### src/logic/olr_pkg.sv
// constants for the one-line-mode routing block: register map, fields, formats
// assumes an 8-bit register port and 24-bit parallel converter words
package olr_pkg;
    localparam int ADDR_W = 8;
    localparam int DATA_W = 8;
    localparam int SAMPLE_W = 24;
    // register offsets, byte addressed on the plain port, and the reset value of the registers
    localparam logic [7:0] REG_FUNC_ADDR = 8'h03;
    localparam logic [7:0] REG_FMT_ADDR = 8'h04;
    localparam logic [7:0] REG_MISC_ADDR = 8'h05;
    localparam logic [7:0] REG_STAT_ADDR = 8'h06;
    localparam logic [7:0] REG_RESET = 8'h00;
    // functional mode fields
    localparam int FUNC_CODEC_FM_LSB = 6;
    localparam int FUNC_AI_FM_LSB = 4;
    localparam int FUNC_PSEL_LSB = 0;
    // interface format fields
    localparam int FMT_DIF_LSB = 6;
    localparam int FMT_ADC_OL_LSB = 4;
    localparam int FMT_DAC_OL_LSB = 2;
    // misc control bits
    localparam int MISC_CODEC_MS_BIT = 7;
    localparam int MISC_AI_MS_BIT = 6;
    localparam int MISC_EXT_CLK_BIT = 5;
    // status bits
    localparam int STAT_EXT_SEEN_BIT = 0;
    localparam int STAT_OLM_BIT = 1;
    // field encodings
    localparam logic [1:0] PSEL_CODEC = 2'h0;
    localparam logic [1:0] PSEL_AI = 2'h2;
    localparam logic [1:0] DIF_LJ = 2'h0;
    localparam logic [1:0] DIF_I2S = 2'h1;
    localparam logic [1:0] DIF_RJ = 2'h2;
    localparam logic [1:0] OL_NONE = 2'h0;
    localparam logic [1:0] OL_1 = 2'h1;
    localparam logic [1:0] OL_2 = 2'h2;
    localparam logic [1:0] SPEED_SINGLE = 2'h0;
    localparam logic [1:0] SPEED_DOUBLE = 2'h1;
    localparam logic [1:0] SPEED_QUAD = 2'h2;
    // slot geometry, in bit clocks, and playback input masks
    localparam logic [6:0] STD_W = 7'h18;
    localparam logic [6:0] OLM1_W = 7'h14;
    localparam logic [6:0] OLM2_W = 7'h18;
    localparam logic [6:0] RJ_OFFSET = 7'h08;
    localparam logic [4:0] EXT_BITS = 5'h18;
    localparam logic [3:0] IN_USED_OLM = 4'h9;
    localparam logic [3:0] IN_USED_STD = 4'hF;
endpackage

### src/logic/olr_framer.sv
// serialiser for one audio output line: two-channel formats or six-slot one-line
// assumes bit clock edges arrive as one-cycle pulses already synchronised
`timescale 1ns/1ps
`default_nettype none
module olr_framer
    import olr_pkg::*;
(
    input wire logic clk,
    input wire logic rst,
    input wire logic ce,
    input wire logic bclk_fall,
    input wire logic fclk,
    input wire logic enable,
    input wire logic [1:0] line_mode,
    input wire logic [1:0] dif,
    input wire logic [23:0] ch0,
    input wire logic [23:0] ch1,
    input wire logic [23:0] ch2,
    input wire logic [23:0] ch3,
    input wire logic [23:0] ch4,
    input wire logic [23:0] ch5,
    output logic sdo
);
    logic [6:0] bitcnt_r;
    logic [6:0] bitcnt_nxt;
    logic fclk_prev_r;
    logic fclk_prev_nxt;
    logic sdo_r;
    logic sdo_nxt;

    function automatic logic [23:0] chan(input logic [2:0] idx);
        case (idx)
            3'h0: chan = ch0;
            3'h1: chan = ch1;
            3'h2: chan = ch2;
            3'h3: chan = ch3;
            3'h4: chan = ch4;
            3'h5: chan = ch5;
            default: chan = 24'h000000;
        endcase
    endfunction

    // bit of the half frame at position cnt; half is the frame clock level
    function automatic logic pick_bit(input logic [6:0] cnt, input logic half);
        logic [6:0] pos;
        logic [6:0] w;
        logic [6:0] off;
        logic [1:0] k;
        logic left;
        logic ok;
        logic single_line_operation;
        logic [23:0] word;
        pos = cnt;
        left = half;
        ok = 1'b1;
        single_line_operation = (line_mode != OL_NONE);
        w = (line_mode == OL_1) ? OLM1_W : OLM2_W;
        if (!single_line_operation)
        begin
            w = STD_W;
            // format field only matters outside one-line operation
            if (dif == DIF_I2S)
            begin
                left = ~half;
                ok = (cnt != 7'h00);
                pos = cnt - 7'h01;
            end
            else if (dif == DIF_RJ)
            begin
                ok = (cnt >= RJ_OFFSET);
                pos = cnt - RJ_OFFSET;
            end
        end
        k = 2'h0;
        off = pos;
        if (pos >= w)
        begin
            k = 2'h1;
            off = pos - w;
        end
        if (pos >= (w + w))
        begin
            k = 2'h2;
            off = pos - w - w;
        end
        if (off >= w || (!single_line_operation && k != 2'h0) || pos >= (w + w + w))
            ok = 1'b0;
        // lefts travel in even slots, rights in odd ones
        word = chan({k, ~left});
        pick_bit = ok ? word[5'd23 - off[4:0]] : 1'b0;
    endfunction

    // new bit launched on the falling bit clock, valid for the rising one
    always_comb
    begin
        bitcnt_nxt = bitcnt_r;
        fclk_prev_nxt = fclk_prev_r;
        sdo_nxt = sdo_r;
        if (bclk_fall)
        begin
            fclk_prev_nxt = fclk;
            if (fclk != fclk_prev_r)
                bitcnt_nxt = 7'h00;
            else if (bitcnt_r != 7'h7F)
                bitcnt_nxt = bitcnt_r + 7'h01;
            sdo_nxt = enable ? pick_bit(bitcnt_nxt, fclk) : 1'b0;
        end
    end

    always_ff @(posedge clk)
    begin
        if (rst)
        begin
            bitcnt_r <= 7'h00;
            fclk_prev_r <= 1'b0;
            sdo_r <= 1'b0;
        end
        else if (ce)
        begin
            bitcnt_r <= bitcnt_nxt;
            fclk_prev_r <= fclk_prev_nxt;
            sdo_r <= sdo_nxt;
        end
    end

    assign sdo = sdo_r;
endmodule // olr_framer
`default_nettype wire

### src/logic/olr_one_line_route.sv
// one-line-mode routing: external converter capture, stream merge, port select
// assumes port clocks and external data lines are asynchronous pins
//
// Implementation choice: the address-and-strobe port.
`timescale 1ns/1ps
`default_nettype none
module olr_one_line_route
    import olr_pkg::*;
(
    input wire logic CORE_CLK,
    input wire logic SYS_RST,
    input wire logic CE,
    input wire logic [7:0] REG_ADDR,
    input wire logic [7:0] REG_WDATA,
    input wire logic REG_WR,
    input wire logic REG_RD,
    output logic [7:0] REG_RDATA,
    input wire logic CODEC_BIT_CLOCK,
    input wire logic CODEC_FRAME_CLOCK,
    input wire logic AUDIO_INTERFACE_BIT_CLOCK,
    input wire logic AUDIO_INTERFACE_FRAME_CLOCK,
    input wire logic EXTERNAL_ADC_INPUT_A,
    input wire logic EXTERNAL_ADC_INPUT_B,
    input wire logic [23:0] INT_ADC_LEFT,
    input wire logic [23:0] INT_ADC_RIGHT,
    input wire logic [23:0] SPDIF_LEFT,
    input wire logic [23:0] SPDIF_RIGHT,
    output logic CODEC_PORT_DATA_OUT,
    output logic AUDIO_INTERFACE_DATA_OUT,
    output logic CODEC_PORT_MASTER_SELECT,
    output logic AUDIO_INTERFACE_MASTER_SELECT,
    output logic [1:0] CODEC_SPEED_MODE,
    output logic [1:0] AUDIO_INTERFACE_SPEED_MODE,
    output logic [3:0] CODEC_INPUT_USED
);
    // speed group of a speed-mode field; the unused code reads as quad
    function automatic logic [1:0] speed_of(input logic [1:0] fm);
        case (fm)
            SPEED_SINGLE: speed_of = SPEED_SINGLE;
            SPEED_DOUBLE: speed_of = SPEED_DOUBLE;
            default: speed_of = SPEED_QUAD;
        endcase
    endfunction

    // registers
    logic [7:0] func_r;
    logic [7:0] func_nxt;
    logic [7:0] fmt_r;
    logic [7:0] fmt_nxt;
    logic [7:0] misc_r;
    logic [7:0] misc_nxt;
    logic [7:0] rdata_r;
    logic [7:0] rdata_nxt;
    // pin synchronisers: bits 0 codec bclk, 1 codec fclk, 2 ai bclk, 3 ai fclk, 4 A, 5 B
    logic [5:0] pin_s1_r;
    logic [5:0] pin_s2_r;
    logic [5:0] pin_s3_r;
    // external converter capture
    logic ext_fclk_prev_r;
    logic ext_fclk_prev_nxt;
    logic [4:0] ext_cnt_r;
    logic [4:0] ext_cnt_nxt;
    logic [23:0] sh_a_r;
    logic [23:0] sh_a_nxt;
    logic [23:0] sh_b_r;
    logic [23:0] sh_b_nxt;
    logic [23:0] ext_a_l_r;
    logic [23:0] ext_a_l_nxt;
    logic [23:0] ext_a_r_r;
    logic [23:0] ext_a_r_nxt;
    logic [23:0] ext_b_l_r;
    logic [23:0] ext_b_l_nxt;
    logic [23:0] ext_b_r_r;
    logic [23:0] ext_b_r_nxt;
    logic ext_seen_r;
    logic ext_seen_nxt;

    logic [1:0] psel;
    logic [1:0] dif;
    logic [1:0] adc_ol;
    logic [1:0] dac_ol;
    logic ext_from_codec;
    logic olm_active;
    logic codec_rise;
    logic codec_fall;
    logic ai_rise;
    logic ai_fall;
    logic ext_rise;
    logic ext_fclk;
    logic to_ai;
    logic [23:0] m2;
    logic [23:0] m3;
    logic [23:0] m4;
    logic [23:0] m5;
    logic [23:0] ai0;
    logic [23:0] ai1;
    logic [1:0] ai_mode;

    // field extraction
    assign psel = func_r[FUNC_PSEL_LSB +: 2];
    assign dif = fmt_r[FMT_DIF_LSB +: 2];
    assign adc_ol = fmt_r[FMT_ADC_OL_LSB +: 2];
    assign dac_ol = fmt_r[FMT_DAC_OL_LSB +: 2];
    assign ext_from_codec = misc_r[MISC_EXT_CLK_BIT];
    assign olm_active = (adc_ol != OL_NONE);
    // codes 01 and 11 are not legal; they fall back to the codec route
    assign to_ai = (psel == PSEL_AI);

    // edges from the second and third stages only, never the first
    assign codec_rise = pin_s2_r[0] & ~pin_s3_r[0];
    assign codec_fall = ~pin_s2_r[0] & pin_s3_r[0];
    assign ai_rise = pin_s2_r[2] & ~pin_s3_r[2];
    assign ai_fall = ~pin_s2_r[2] & pin_s3_r[2];
    // software must match this bit to the board wiring
    assign ext_rise = ext_from_codec ? codec_rise : ai_rise;
    assign ext_fclk = ext_from_codec ? pin_s2_r[1] : pin_s2_r[3];

    always_ff @(posedge CORE_CLK)
    begin
        if (SYS_RST)
        begin
            pin_s1_r <= 6'h00;
            pin_s2_r <= 6'h00;
            pin_s3_r <= 6'h00;
        end
        else if (CE)
        begin
            pin_s1_r <= {EXTERNAL_ADC_INPUT_B, EXTERNAL_ADC_INPUT_A,
                         AUDIO_INTERFACE_FRAME_CLOCK, AUDIO_INTERFACE_BIT_CLOCK,
                         CODEC_FRAME_CLOCK, CODEC_BIT_CLOCK};
            pin_s2_r <= pin_s1_r;
            pin_s3_r <= pin_s2_r;
        end
    end

    // register port: writes land at once, reads answer one cycle later
    always_comb
    begin
        func_nxt = func_r;
        fmt_nxt = fmt_r;
        misc_nxt = misc_r;
        rdata_nxt = 8'h00;
        if (REG_WR)
        begin
            case (REG_ADDR)
                REG_FUNC_ADDR: func_nxt = REG_WDATA;
                REG_FMT_ADDR: fmt_nxt = REG_WDATA;
                REG_MISC_ADDR: misc_nxt = REG_WDATA;
                default: ;
            endcase
        end
        if (REG_RD)
        begin
            case (REG_ADDR)
                REG_FUNC_ADDR: rdata_nxt = func_r;
                REG_FMT_ADDR: rdata_nxt = fmt_r;
                REG_MISC_ADDR: rdata_nxt = misc_r;
                REG_STAT_ADDR:
                begin
                    rdata_nxt[STAT_EXT_SEEN_BIT] = ext_seen_r;
                    rdata_nxt[STAT_OLM_BIT] = olm_active;
                end
                default: rdata_nxt = 8'h00;
            endcase
        end
    end

    always_ff @(posedge CORE_CLK)
    begin
        if (SYS_RST)
        begin
            func_r <= REG_RESET;
            fmt_r <= REG_RESET;
            misc_r <= REG_RESET;
            rdata_r <= 8'h00;
        end
        else if (CE)
        begin
            func_r <= func_nxt;
            fmt_r <= fmt_nxt;
            misc_r <= misc_nxt;
            rdata_r <= rdata_nxt;
        end
    end

    // external capture: fixed left-justified 24-bit, MSB on first rise after frame edge
    // no format field is consulted here, so port settings cannot disturb it
    always_comb
    begin
        ext_fclk_prev_nxt = ext_fclk_prev_r;
        ext_cnt_nxt = ext_cnt_r;
        sh_a_nxt = sh_a_r;
        sh_b_nxt = sh_b_r;
        ext_a_l_nxt = ext_a_l_r;
        ext_a_r_nxt = ext_a_r_r;
        ext_b_l_nxt = ext_b_l_r;
        ext_b_r_nxt = ext_b_r_r;
        ext_seen_nxt = ext_seen_r;
        if (ext_rise)
        begin
            ext_fclk_prev_nxt = ext_fclk;
            sh_a_nxt = {sh_a_r[22:0], pin_s2_r[4]};
            sh_b_nxt = {sh_b_r[22:0], pin_s2_r[5]};
            // bits past the 24th (64 or 128 Fs padding) are ignored
            if (ext_fclk != ext_fclk_prev_r)
                ext_cnt_nxt = 5'h01;
            else if (ext_cnt_r < EXT_BITS)
                ext_cnt_nxt = ext_cnt_r + 5'h01;
            if (ext_cnt_nxt == EXT_BITS && ext_cnt_r != EXT_BITS)
            begin
                ext_seen_nxt = 1'b1;
                if (ext_fclk)
                begin
                    ext_a_l_nxt = sh_a_nxt;
                    ext_b_l_nxt = sh_b_nxt;
                end
                else
                begin
                    ext_a_r_nxt = sh_a_nxt;
                    ext_b_r_nxt = sh_b_nxt;
                end
            end
        end
    end

    always_ff @(posedge CORE_CLK)
    begin
        if (SYS_RST)
        begin
            ext_fclk_prev_r <= 1'b0;
            ext_cnt_r <= 5'h00;
            sh_a_r <= 24'h000000;
            sh_b_r <= 24'h000000;
            ext_a_l_r <= 24'h000000;
            ext_a_r_r <= 24'h000000;
            ext_b_l_r <= 24'h000000;
            ext_b_r_r <= 24'h000000;
            ext_seen_r <= 1'b0;
        end
        else if (CE)
        begin
            ext_fclk_prev_r <= ext_fclk_prev_nxt;
            ext_cnt_r <= ext_cnt_nxt;
            sh_a_r <= sh_a_nxt;
            sh_b_r <= sh_b_nxt;
            ext_a_l_r <= ext_a_l_nxt;
            ext_a_r_r <= ext_a_r_nxt;
            ext_b_l_r <= ext_b_l_nxt;
            ext_b_r_r <= ext_b_r_nxt;
            ext_seen_r <= ext_seen_nxt;
        end
    end

    // external channels join the stream only in one-line operation
    assign m2 = olm_active ? ext_a_l_r : 24'h000000;
    assign m3 = olm_active ? ext_a_r_r : 24'h000000;
    assign m4 = olm_active ? ext_b_l_r : 24'h000000;
    assign m5 = olm_active ? ext_b_r_r : 24'h000000;

    // audio port carries converters when selected, otherwise the S/PDIF pair
    assign ai0 = to_ai ? INT_ADC_LEFT : SPDIF_LEFT;
    assign ai1 = to_ai ? INT_ADC_RIGHT : SPDIF_RIGHT;
    assign ai_mode = to_ai ? adc_ol : OL_NONE;

    olr_framer u_codec_framer (
        .clk(CORE_CLK),
        .rst(SYS_RST),
        .ce(CE),
        .bclk_fall(codec_fall),
        .fclk(pin_s2_r[1]),
        .enable(~to_ai),
        .line_mode(adc_ol),
        .dif(dif),
        .ch0(INT_ADC_LEFT),
        .ch1(INT_ADC_RIGHT),
        .ch2(m2),
        .ch3(m3),
        .ch4(m4),
        .ch5(m5),
        .sdo(CODEC_PORT_DATA_OUT)
    );

    olr_framer u_ai_framer (
        .clk(CORE_CLK),
        .rst(SYS_RST),
        .ce(CE),
        .bclk_fall(ai_fall),
        .fclk(pin_s2_r[3]),
        .enable(1'b1),
        .line_mode(ai_mode),
        .dif(dif),
        .ch0(ai0),
        .ch1(ai1),
        .ch2(to_ai ? m2 : 24'h000000),
        .ch3(to_ai ? m3 : 24'h000000),
        .ch4(to_ai ? m4 : 24'h000000),
        .ch5(to_ai ? m5 : 24'h000000),
        .sdo(AUDIO_INTERFACE_DATA_OUT)
    );

    // configuration seen by the rest of the codec
    assign REG_RDATA = rdata_r;
    assign CODEC_PORT_MASTER_SELECT = misc_r[MISC_CODEC_MS_BIT];
    assign AUDIO_INTERFACE_MASTER_SELECT = misc_r[MISC_AI_MS_BIT];
    assign CODEC_SPEED_MODE = speed_of(func_r[FUNC_CODEC_FM_LSB +: 2]);
    assign AUDIO_INTERFACE_SPEED_MODE = speed_of(func_r[FUNC_AI_FM_LSB +: 2]);
    // one-line playback uses only the first and fourth data inputs
    assign CODEC_INPUT_USED = (dac_ol != OL_NONE) ? IN_USED_OLM : IN_USED_STD;
endmodule // olr_one_line_route
`default_nettype wire

### config.mk
export PLATFORM = sky130hd
export DESIGN_NAME = olr_one_line_route
export DESIGN_NICKNAME = d
export VERILOG_FILES = /design/src/logic/olr_pkg.sv /design/src/logic/olr_framer.sv /design/src/logic/olr_one_line_route.sv
export SDC_FILE = /design/constraint.sdc
export NUM_CORES = 1
export LEC_CHECK = 0
export BUFFER_PORTS_ARGS = -buffer_cell sky130_fd_sc_hd__buf_2
export CORE_ASPECT_RATIO = 0.7
export CORE_MARGIN = 8
export CORE_UTILIZATION = 30
export DETAILED_ROUTE_END_ITERATION = 7
export SYNTH_ARGS = -nofsm -noshare
export SYNTH_HDL_FRONTEND = slang
export SYNTH_SLANG_ARGS = --single-unit
export TNS_END_PERCENT = 1
### constraint.sdc
create_clock -name CORE_CLK -period 6.8 [get_ports CORE_CLK]
set_input_delay 0 -clock CORE_CLK [delete_from_list [all_inputs] [get_ports CORE_CLK]]
set_output_delay 0 -clock CORE_CLK [all_outputs]
set_load 0.02 [all_outputs]
==> results of run 1 <==
[final timing paths]
check                          to  depth (start not counted)
hold reg to reg     ext_a_l_r[16]                          2
setup / recovery  u_ai_framer.sdo                         21
hold / removal        pin_s2_r[4]                          2
setup reg to reg  u_ai_framer.sdo                         21
[layer usage]
layer  GRT usage [%]  up-vias  wire, microns
li1                -     6344              -
met1            27.0     6460          23800
met2            26.5      573          21100
met3            5.27       69           5180
met4            3.80        0            887
met5               0        -              0
[Yosys cell counts, drive strengths merged, types with 6 or more instances]
master and number:
nand2b 12, o21ai 44, a22o 6, nand2 341, clkbuf 89, buf 41
and2 12, mux4 21, o211ai 14, and3 9, a211o 7, mux2 22
nor3 26, a221oi 10, o221ai 20, a21oi 230, nand3 21, a211oi 16
nor4 8, nand3b 8, a31oi 19, a21o 14, a222oi 6, dfxtp 213
mux2i 123, or3 9, nor2b 8, o22ai 7, ha 35, a22oi 12
nor2 145, xor2 9, a221o 9, nand4 13, xnor2 15, o311ai 7
inv 33, a2111oi 8
[critical path: stages, from the launching register on]
cell	delay, ns
dfxtp_1	0.54
ha_1	0.34
nand4_2	0.18
or4_1	0.46
a21oi_1	0.18
o311ai_0	0.15
xnor2_1	0.53
ha_1	0.27
nor2_1	0.07
o22ai_1	0.17
a221o_1	0.16
a21oi_2	0.07
a211oi_2	0.77
nand2_1	0.33
o221ai_1	0.35
inv_1	0.13
ha_1	0.29
a21oi_1	0.13
nand2_1	0.13
o31ai_1	0.36
a21oi_1	0.10
o31ai_1	0.23
[registers in the layout (all words and copies together) (netlist names)]
register	cells
ext_fclk_prev_r	1
pin_s1_r	6
u_ai_framer.bitcnt_r	7
u_codec_framer.sdo	1
u_codec_framer.fclk_prev_r	1
u_ai_framer.fclk_prev_r	1
ext_a_r_r	24
misc_r	8
sh_b_r	23
ext_b_r_r	24
u_codec_framer.bitcnt_r	7
ext_a_l_r	24
func_r	8
REG_RDATA	8
sh_a_r	23
ext_b_l_r	24
ext_cnt_r	5
ext_seen_r	1
fmt_r	8
u_ai_framer.sdo	1
pin_s2_r	6
pin_s3_r	2
[through the flow]
stage,total power [mW],setup WS (ns)
detailed placement,1.48,0.990
finish,2.98,0.752
CTS,3.01,0.923
floorplan,1.40,2.12
global placement,1.48,1.09
global route,3.07,0.251
[cells by family after synthesis]
kind of cell             after synthesis  synth area share [%]
AO/OA/AOI/OAI                        475                  22.6
buffers and inverters                164                  5.10
XOR/XNOR                              24                  1.80
adder cells (fa/ha/maj)               40                  3.90
flip-flops                           213                  31.5
AND/OR/NAND/NOR                      634                  20.7
other                                  1                0.0277
multiplexers                         166                  14.4
[area by class of cell]
cell class / instances / area [sq um] / share of cell area [%]
clock buffers: 29 / 681 / 4.31
clock inverters: 15 / 246 / 1.56
inverters: 34 / 128 / 0.808
multi-input cells: 1341 / 8680 / 54.9
flip-flops and latches: 213 / 4270 / 27.0
well taps: 603 / 754 / 4.77
repair buffers: 180 / 1040 / 6.61
[power groups by stage]
| stage | Sequential [mW] | Clock, mW | Combinational, mW |
|---|---|---|---|
| finish | 1.26 | 1.52 | 0.209 |
| global route | 1.26 | 1.59 | 0.222 |
| CTS | 1.26 | 1.55 | 0.205 |
| detailed placement | 1.29 | 0 | 0.198 |
| global placement | 1.29 | 0 | 0.196 |
| floorplan | 1.28 | 0 | 0.114 |
[repair_timing]
action | 4_1_cts | 5_1_grt
hold buffers | 15 | 0
hold endpoints to repair | 32 | 0
resized for setup | 0 | 0
==> results.md, run 1 <==
- Peak VDD IR: 144 uV
- GRT overflow: 0
- Worst reg-to-reg setup slack: 0.75 ns
- Residual DRC: 0
- Synth unique cells: 97
- Synth warn: 0
- Synth Cell Area: 13500 sq um
- Worst Path Arrival: 6.50 ns
- Vias: 13400
- Core Region: 44800 sq um
- Top post-synthesis cells by area: dfxtp_1 (31%), nand2_1 (9.5%), mux2i_1 (9.1%)
- Final hold vios: 5
- Critical path class: flop to flop
- First-pass GRT wire length: 78200 microns
- Post-DR vias/cell: 5.57
- Standard-cell row count: 65
- RSZ-0062 raised after global routing: false
- Initial antenna violation count: 0
- Final setup viols: 0
- Switching share of total power: 23.4%
- Fillers: 4653
- Post-synth EDFFs: 0
- Switch Pwr: 0.699 mW
- Max Fanout on Critical Path: 12
- Area added between synthesis and finish: 16.7%
- Worst slew pin tran: 1.19 ns
- DIE AREA: 52300 sq um
- Leading area contributor after synthesis: dfxtp_1
- Pin count of the biggest net entering global routing: 124
- Async S/R FF share, synth: 0%
- Crit. End Element: flop
- Area after DPL: 14700 sq um
- Most common cell after layout, fill and taps aside: nand2_1
- Post-layout util: 35.3%
- Reg-to-Reg Start: u_ai_framer.bitcnt_r[0]
- Fmax: 165 MHz
- Internal: 2.28 mW
- Clock power frac: 50.8%
- Mapped Cells: 1717
- Critical path startpoint: u_ai_framer.bitcnt_r[0]
- Placed cells: 2356
- Sequential power share: 42.2%
- Mean routed wirelength per cell: 21.1 microns
- Clock skew: 0.0200 ns
- Max-Cap Viols: 0
- Post-route ant nets: 0
- Hold path start: SYS_RST
- TritonCTS clock tree: built
- IO buf count: 140
- Startpoint class of the critical path: flop
- Fin crit share: 88.9%
- Clock Tree Root: clkbuf_16
- Drt total wl: 51000 microns
- DRT iter0 DRCs: 1488
- Hpwl dp: 37100 microns
- Synth top area share: 31.5%
- Worst slew margin: 20.9%
- Share of layout cells above drive strength 1: 16.3%
- # IOs: 143
- H-Tree Depth: 1
- Leakage power: 5.78 nW
- Clk Latency, worst-skew pair: 0.54 ns
- Hold Crit Class: input pin to flop
- Die width: 270 microns
- Vias in the first global route: 12800
- Most frequent cells in the layout: nand2_1 (340), a21oi_1 (229), dfxtp_1 (212)
- Max clock buf depth: 3
- Nets: 1956
- Total global-route track usage: 18.5%
- Post-layout minimum cycle time: 6.05 ns
- Count of pins over their slew limit: 0
- Synth Flop Type: dfxtp_1
- Outcome: finished, violations left
- Synthesized area per cell: 7.89 sq um
- Drt pass-1 iters: 6
- Chip height: 194 microns
- Seq cells post-synth: 213
- Worst EP required: 7.25 ns
- Fin Setup TNS: 0 ns
- Post-CTS Setup Inserts: 0
- Global placement routability congestion: 0.948
- Cts bufs inserted: 24
- Seq/Total Area, Yosys: 31.5%
- Hold Worst Slack: -0.0186 ns
- PD cells: 189 nW/um^2
- Antenna diodes: 0
- Clock slew at reported path FFs: 0.06 ns
- Combinational group share of total power: 7.0%
- Design area: 15800 sq um
- Fin cells: 2415
- Initial core utilization: 30.2%
- CTS sink cnt: 213
- Failing checks: negative hold slack
(Power assumes the default switching activity.)
==> run 2, diff against run 1 <==
--- a/config.mk
+++ b/config.mk
@@ -5,11 +5,12 @@
 export SDC_FILE = /design/constraint.sdc
 export NUM_CORES = 1
 export LEC_CHECK = 0
-export BUFFER_PORTS_ARGS = -buffer_cell sky130_fd_sc_hd__buf_2
 export CORE_ASPECT_RATIO = 0.7
 export CORE_MARGIN = 8
 export CORE_UTILIZATION = 30
 export DETAILED_ROUTE_END_ITERATION = 7
+export DONT_BUFFER_PORTS = 1
+export PLACE_DENSITY_LB_ADDON = 0.12
 export SYNTH_ARGS = -nofsm -noshare
 export SYNTH_HDL_FRONTEND = slang
 export SYNTH_SLANG_ARGS = --single-unit
==> results.md, run 2 (same netlist as run 1, synthesis figures left out) <==
- Post-CTS sizing: 0 (unchanged)
- IO buf count: 0 (was 140)
- Cts bufs inserted: 24 (unchanged)
- Clock skew: 0.0102 ns (was 0.0200 ns)
- Sequential Area: 4270 sq um (unchanged)
- Hpwl dp: 39800 microns (was 37100 microns)
- Startpoint class of the critical path: flop (unchanged)
- Drt pass-1 iters: 6 (unchanged)
- Final setup viols: 0 (unchanged)
- DIE AREA: 52300 sq um (unchanged)
- Final Power: 2.92 mW (was 2.98 mW)
- Worst slew pin tran: 1.18 ns (was 1.19 ns)
- Post-route ant nets: 0 (unchanged)
- Initial antenna violation count: 1 (was 0)
- First-pass GRT wire length: 82100 microns (was 78200 microns)
- Most frequent cells in the layout: nand2_1 (340), a21oi_1 (229), dfxtp_1 (212) (unchanged)
- DRT iter0 DRCs: 1252 (was 1488)
- Fmax: 167 MHz (was 165 MHz)
- Clock slew at reported path FFs: 0.07 ns (was 0.06 ns)
- Drt total wl: 55100 microns (was 51000 microns)
- Vias: 12900 (was 13400)
- Setup crit end: u_ai_framer.sdo (unchanged)
- Design area: 15200 sq um (was 15800 sq um)
- Worst slew margin: 20.9% (about the same)
- # IOs: 143 (unchanged)
- PD cells: 192 nW/um^2 (was 189 nW/um^2)
- R2r worst-path depth: 24 (was 21)
- Critical R2R Capture: u_ai_framer.sdo (unchanged)
- Max clock buf depth: 3 (unchanged)
- Fin Setup TNS: 0 ns (unchanged)
- Post-CTS Setup Inserts: 0 (unchanged)
- Die width: 270 microns (unchanged)
- Antenna diodes: 0 (unchanged)
- Worst EP required: 7.27 ns (was 7.25 ns)
- Area added between synthesis and finish: 12.4% (was 16.7%)
- Crit. End Element: flop (unchanged)
- Most common cell after layout, fill and taps aside: nand2_1 (unchanged)
- Worst reg-to-reg setup slack: 0.82 ns (was 0.75 ns)
- Clock Tree Root: clkbuf_16 (unchanged)
- Post-layout util: 34.0% (was 35.3%)
- Initial core utilization: 30.2% (unchanged)
- Peak VDD IR: 156 uV (was 144 uV)
- Critical path class: flop to flop (unchanged)
- Reg-to-Reg Start: u_ai_framer.bitcnt_r[0] (unchanged)
- Max Fanout on Critical Path: 12 (unchanged)
- Area after DPL: 14100 sq um (was 14700 sq um)
- Pin count of the biggest net entering global routing: 215 (was 124)
- Share of layout cells above drive strength 1: 9.91% (was 16.3%)
- Core Region: 44800 sq um (unchanged)
- Global placement routability congestion: 0.920 (was 0.948)
- GRT overflow: 0 (unchanged)
- TritonCTS clock tree: built (unchanged)
- Multi-input gate area: 8700 sq um (was 8680 sq um)
- Mean routed wirelength per cell: 24.1 microns (was 21.1 microns)
- Final hold vios: 10 (was 5)
- Hold Worst Slack: -0.0169 ns (was -0.0186 ns)
- Failing checks: negative hold slack (unchanged)
- Post-DR vias/cell: 5.64 (was 5.57)
- Max stage delay on crit path: 0.53 ns (was 0.77 ns)
- Standard-cell row count: 65 (unchanged)
- Fin crit share: 87.9% (was 88.9%)
- Leakage power: 5.30 nW (was 5.78 nW)
- RSZ-0062 raised after global routing: false (unchanged)
- Nets: 1829 (was 1956)
- Worst Path Arrival: 6.45 ns (was 6.50 ns)
- Clk Latency, worst-skew pair: 0.56 ns (was 0.54 ns)
- CP most frequent cell: ha_1
- CTS sink cnt: 213 (unchanged)
- Slowest cell on the critical path: dfxtp_1 (was a211oi_2)
- Total global-route track usage: 20.0% (was 18.5%)
- Max-Cap Viols: 0 (unchanged)
- Hold Crit Class: input pin to flop (unchanged)
- Outcome: finished, violations left (unchanged)
- Critical path startpoint: u_ai_framer.bitcnt_r[0] (unchanged)
- Vias in the first global route: 12100 (was 12800)
- CP Cell Sequence: ha_1 > and4_1 > a21boi_0 > o21ai_1 > ha_1 > inv_1 > or3_1 > o311ai_0 > a21o_1 > nand3_2 > ha_1 > a21oi_1 > a21o_1 > and2_1 > nand2b_1 > buf_4 > o221ai_1 > inv_1 > ha_1 > a21oi_1 > nand2_1 > a2111oi_0 > a21oi_1 > o31ai_1 (was ha_1 > nand4_2 > or4_1 > a21oi_1 > o311ai_0 > xnor2_1 > ha_1 > nor2_1 > o22ai_1 > a221o_1 > a21oi_2 > a211oi_2 > nand2_1 > o221ai_1 > inv_1 > ha_1 > a21oi_1 > nand2_1 > o31ai_1 > a21oi_1 > o31ai_1)
- Chip height: 194 microns (unchanged)
- Count of pins over their slew limit: 0 (unchanged)
- Fillers: 4741 (was 4653)
- H-Tree Depth: 1 (unchanged)
- Post-layout minimum cycle time: 5.98 ns (was 6.05 ns)
- Residual DRC: 0 (unchanged)
run 2: changes by cell type in the layout (fill, tap and decap cells not counted), sizes merged:
cell	previous run	this run
clkbuf	29	31
bufinv	6	5
buf	165	35
inv	36	34
clkinvlp	5	1
clkinv	2	7
dlygate4sd3	15	18
run 2: per-layer routing:
layer	up-vias	part of all wire, %	GRT usage [%]
met5	-	0	0
met1	6308	52	31.8
li1	6078	-	-
met2	471	39	27.5
met4	0	1.1	2.57
met3	39	7.8	4.14
run 2: power by group:
part	internal (mW)	total (mW)	switching, mW	leakage (nW)
Sequential	1.25	1.26	0.00495	1.72
Combinational	0.0655	0.176	0.111	3.13
Clock	0.908	1.49	0.583	0.446
Total	2.23	2.92	0.698	5.30
run 2: area by class of cell:
cell class | count | area share, %
Multi-Input combinational cell | 1341 | 57.2
Inverter | 34 | 0.838
Clock inverter | 13 | 1.45
Clock buffer | 31 | 4.51
Sequential cell | 213 | 28.0
Tap cell | 603 | 4.96
Timing Repair Buffer | 53 | 3.04
run 2: how the worst min path moves through the flow:
stage | from | endpoint | slack (ns) | cells after the start
after detailed placement | SYS_RST | ext_cnt_r[3] | 0.11 | 1
after floorplan | REG_WDATA[0] | misc_r[0] | 0.14 | 2
after global routing | SYS_RST | fmt_r[0] | 0.03 | 2
final | SYS_RST | REG_RDATA[3] | -0.02 | 2
after global placement | SYS_RST | ext_cnt_r[3] | 0.10 | 1
after CTS | CE | sh_b_r[17] | 0.02 | 4
run 2: worst max-delay path: cells and delay by family, from the launching register on:
family          cells  cell delay (ns)
compound gates     11             2.10
simple gates        6             1.60
fa+ha+maj           4             1.26
flops               1             0.53
buf+inv             3             0.40
run 2: per-stage QoR:
step                      instances  setup WS (ns)  hold WS (ns)
after detailed placement       2225          0.922         0.113
final                          2288          0.819       -0.0169
after floorplan                1718           2.12         0.144
after global routing           2288          0.225        0.0308
after CTS                      2288          0.904        0.0161
after global placement         2225           1.01         0.100
run 2: timing repair:
item	4_1_cts	5_1_grt
hold endpoints to repair	213	0
hold buffers	19	0
setup endpoints to repair	0	0
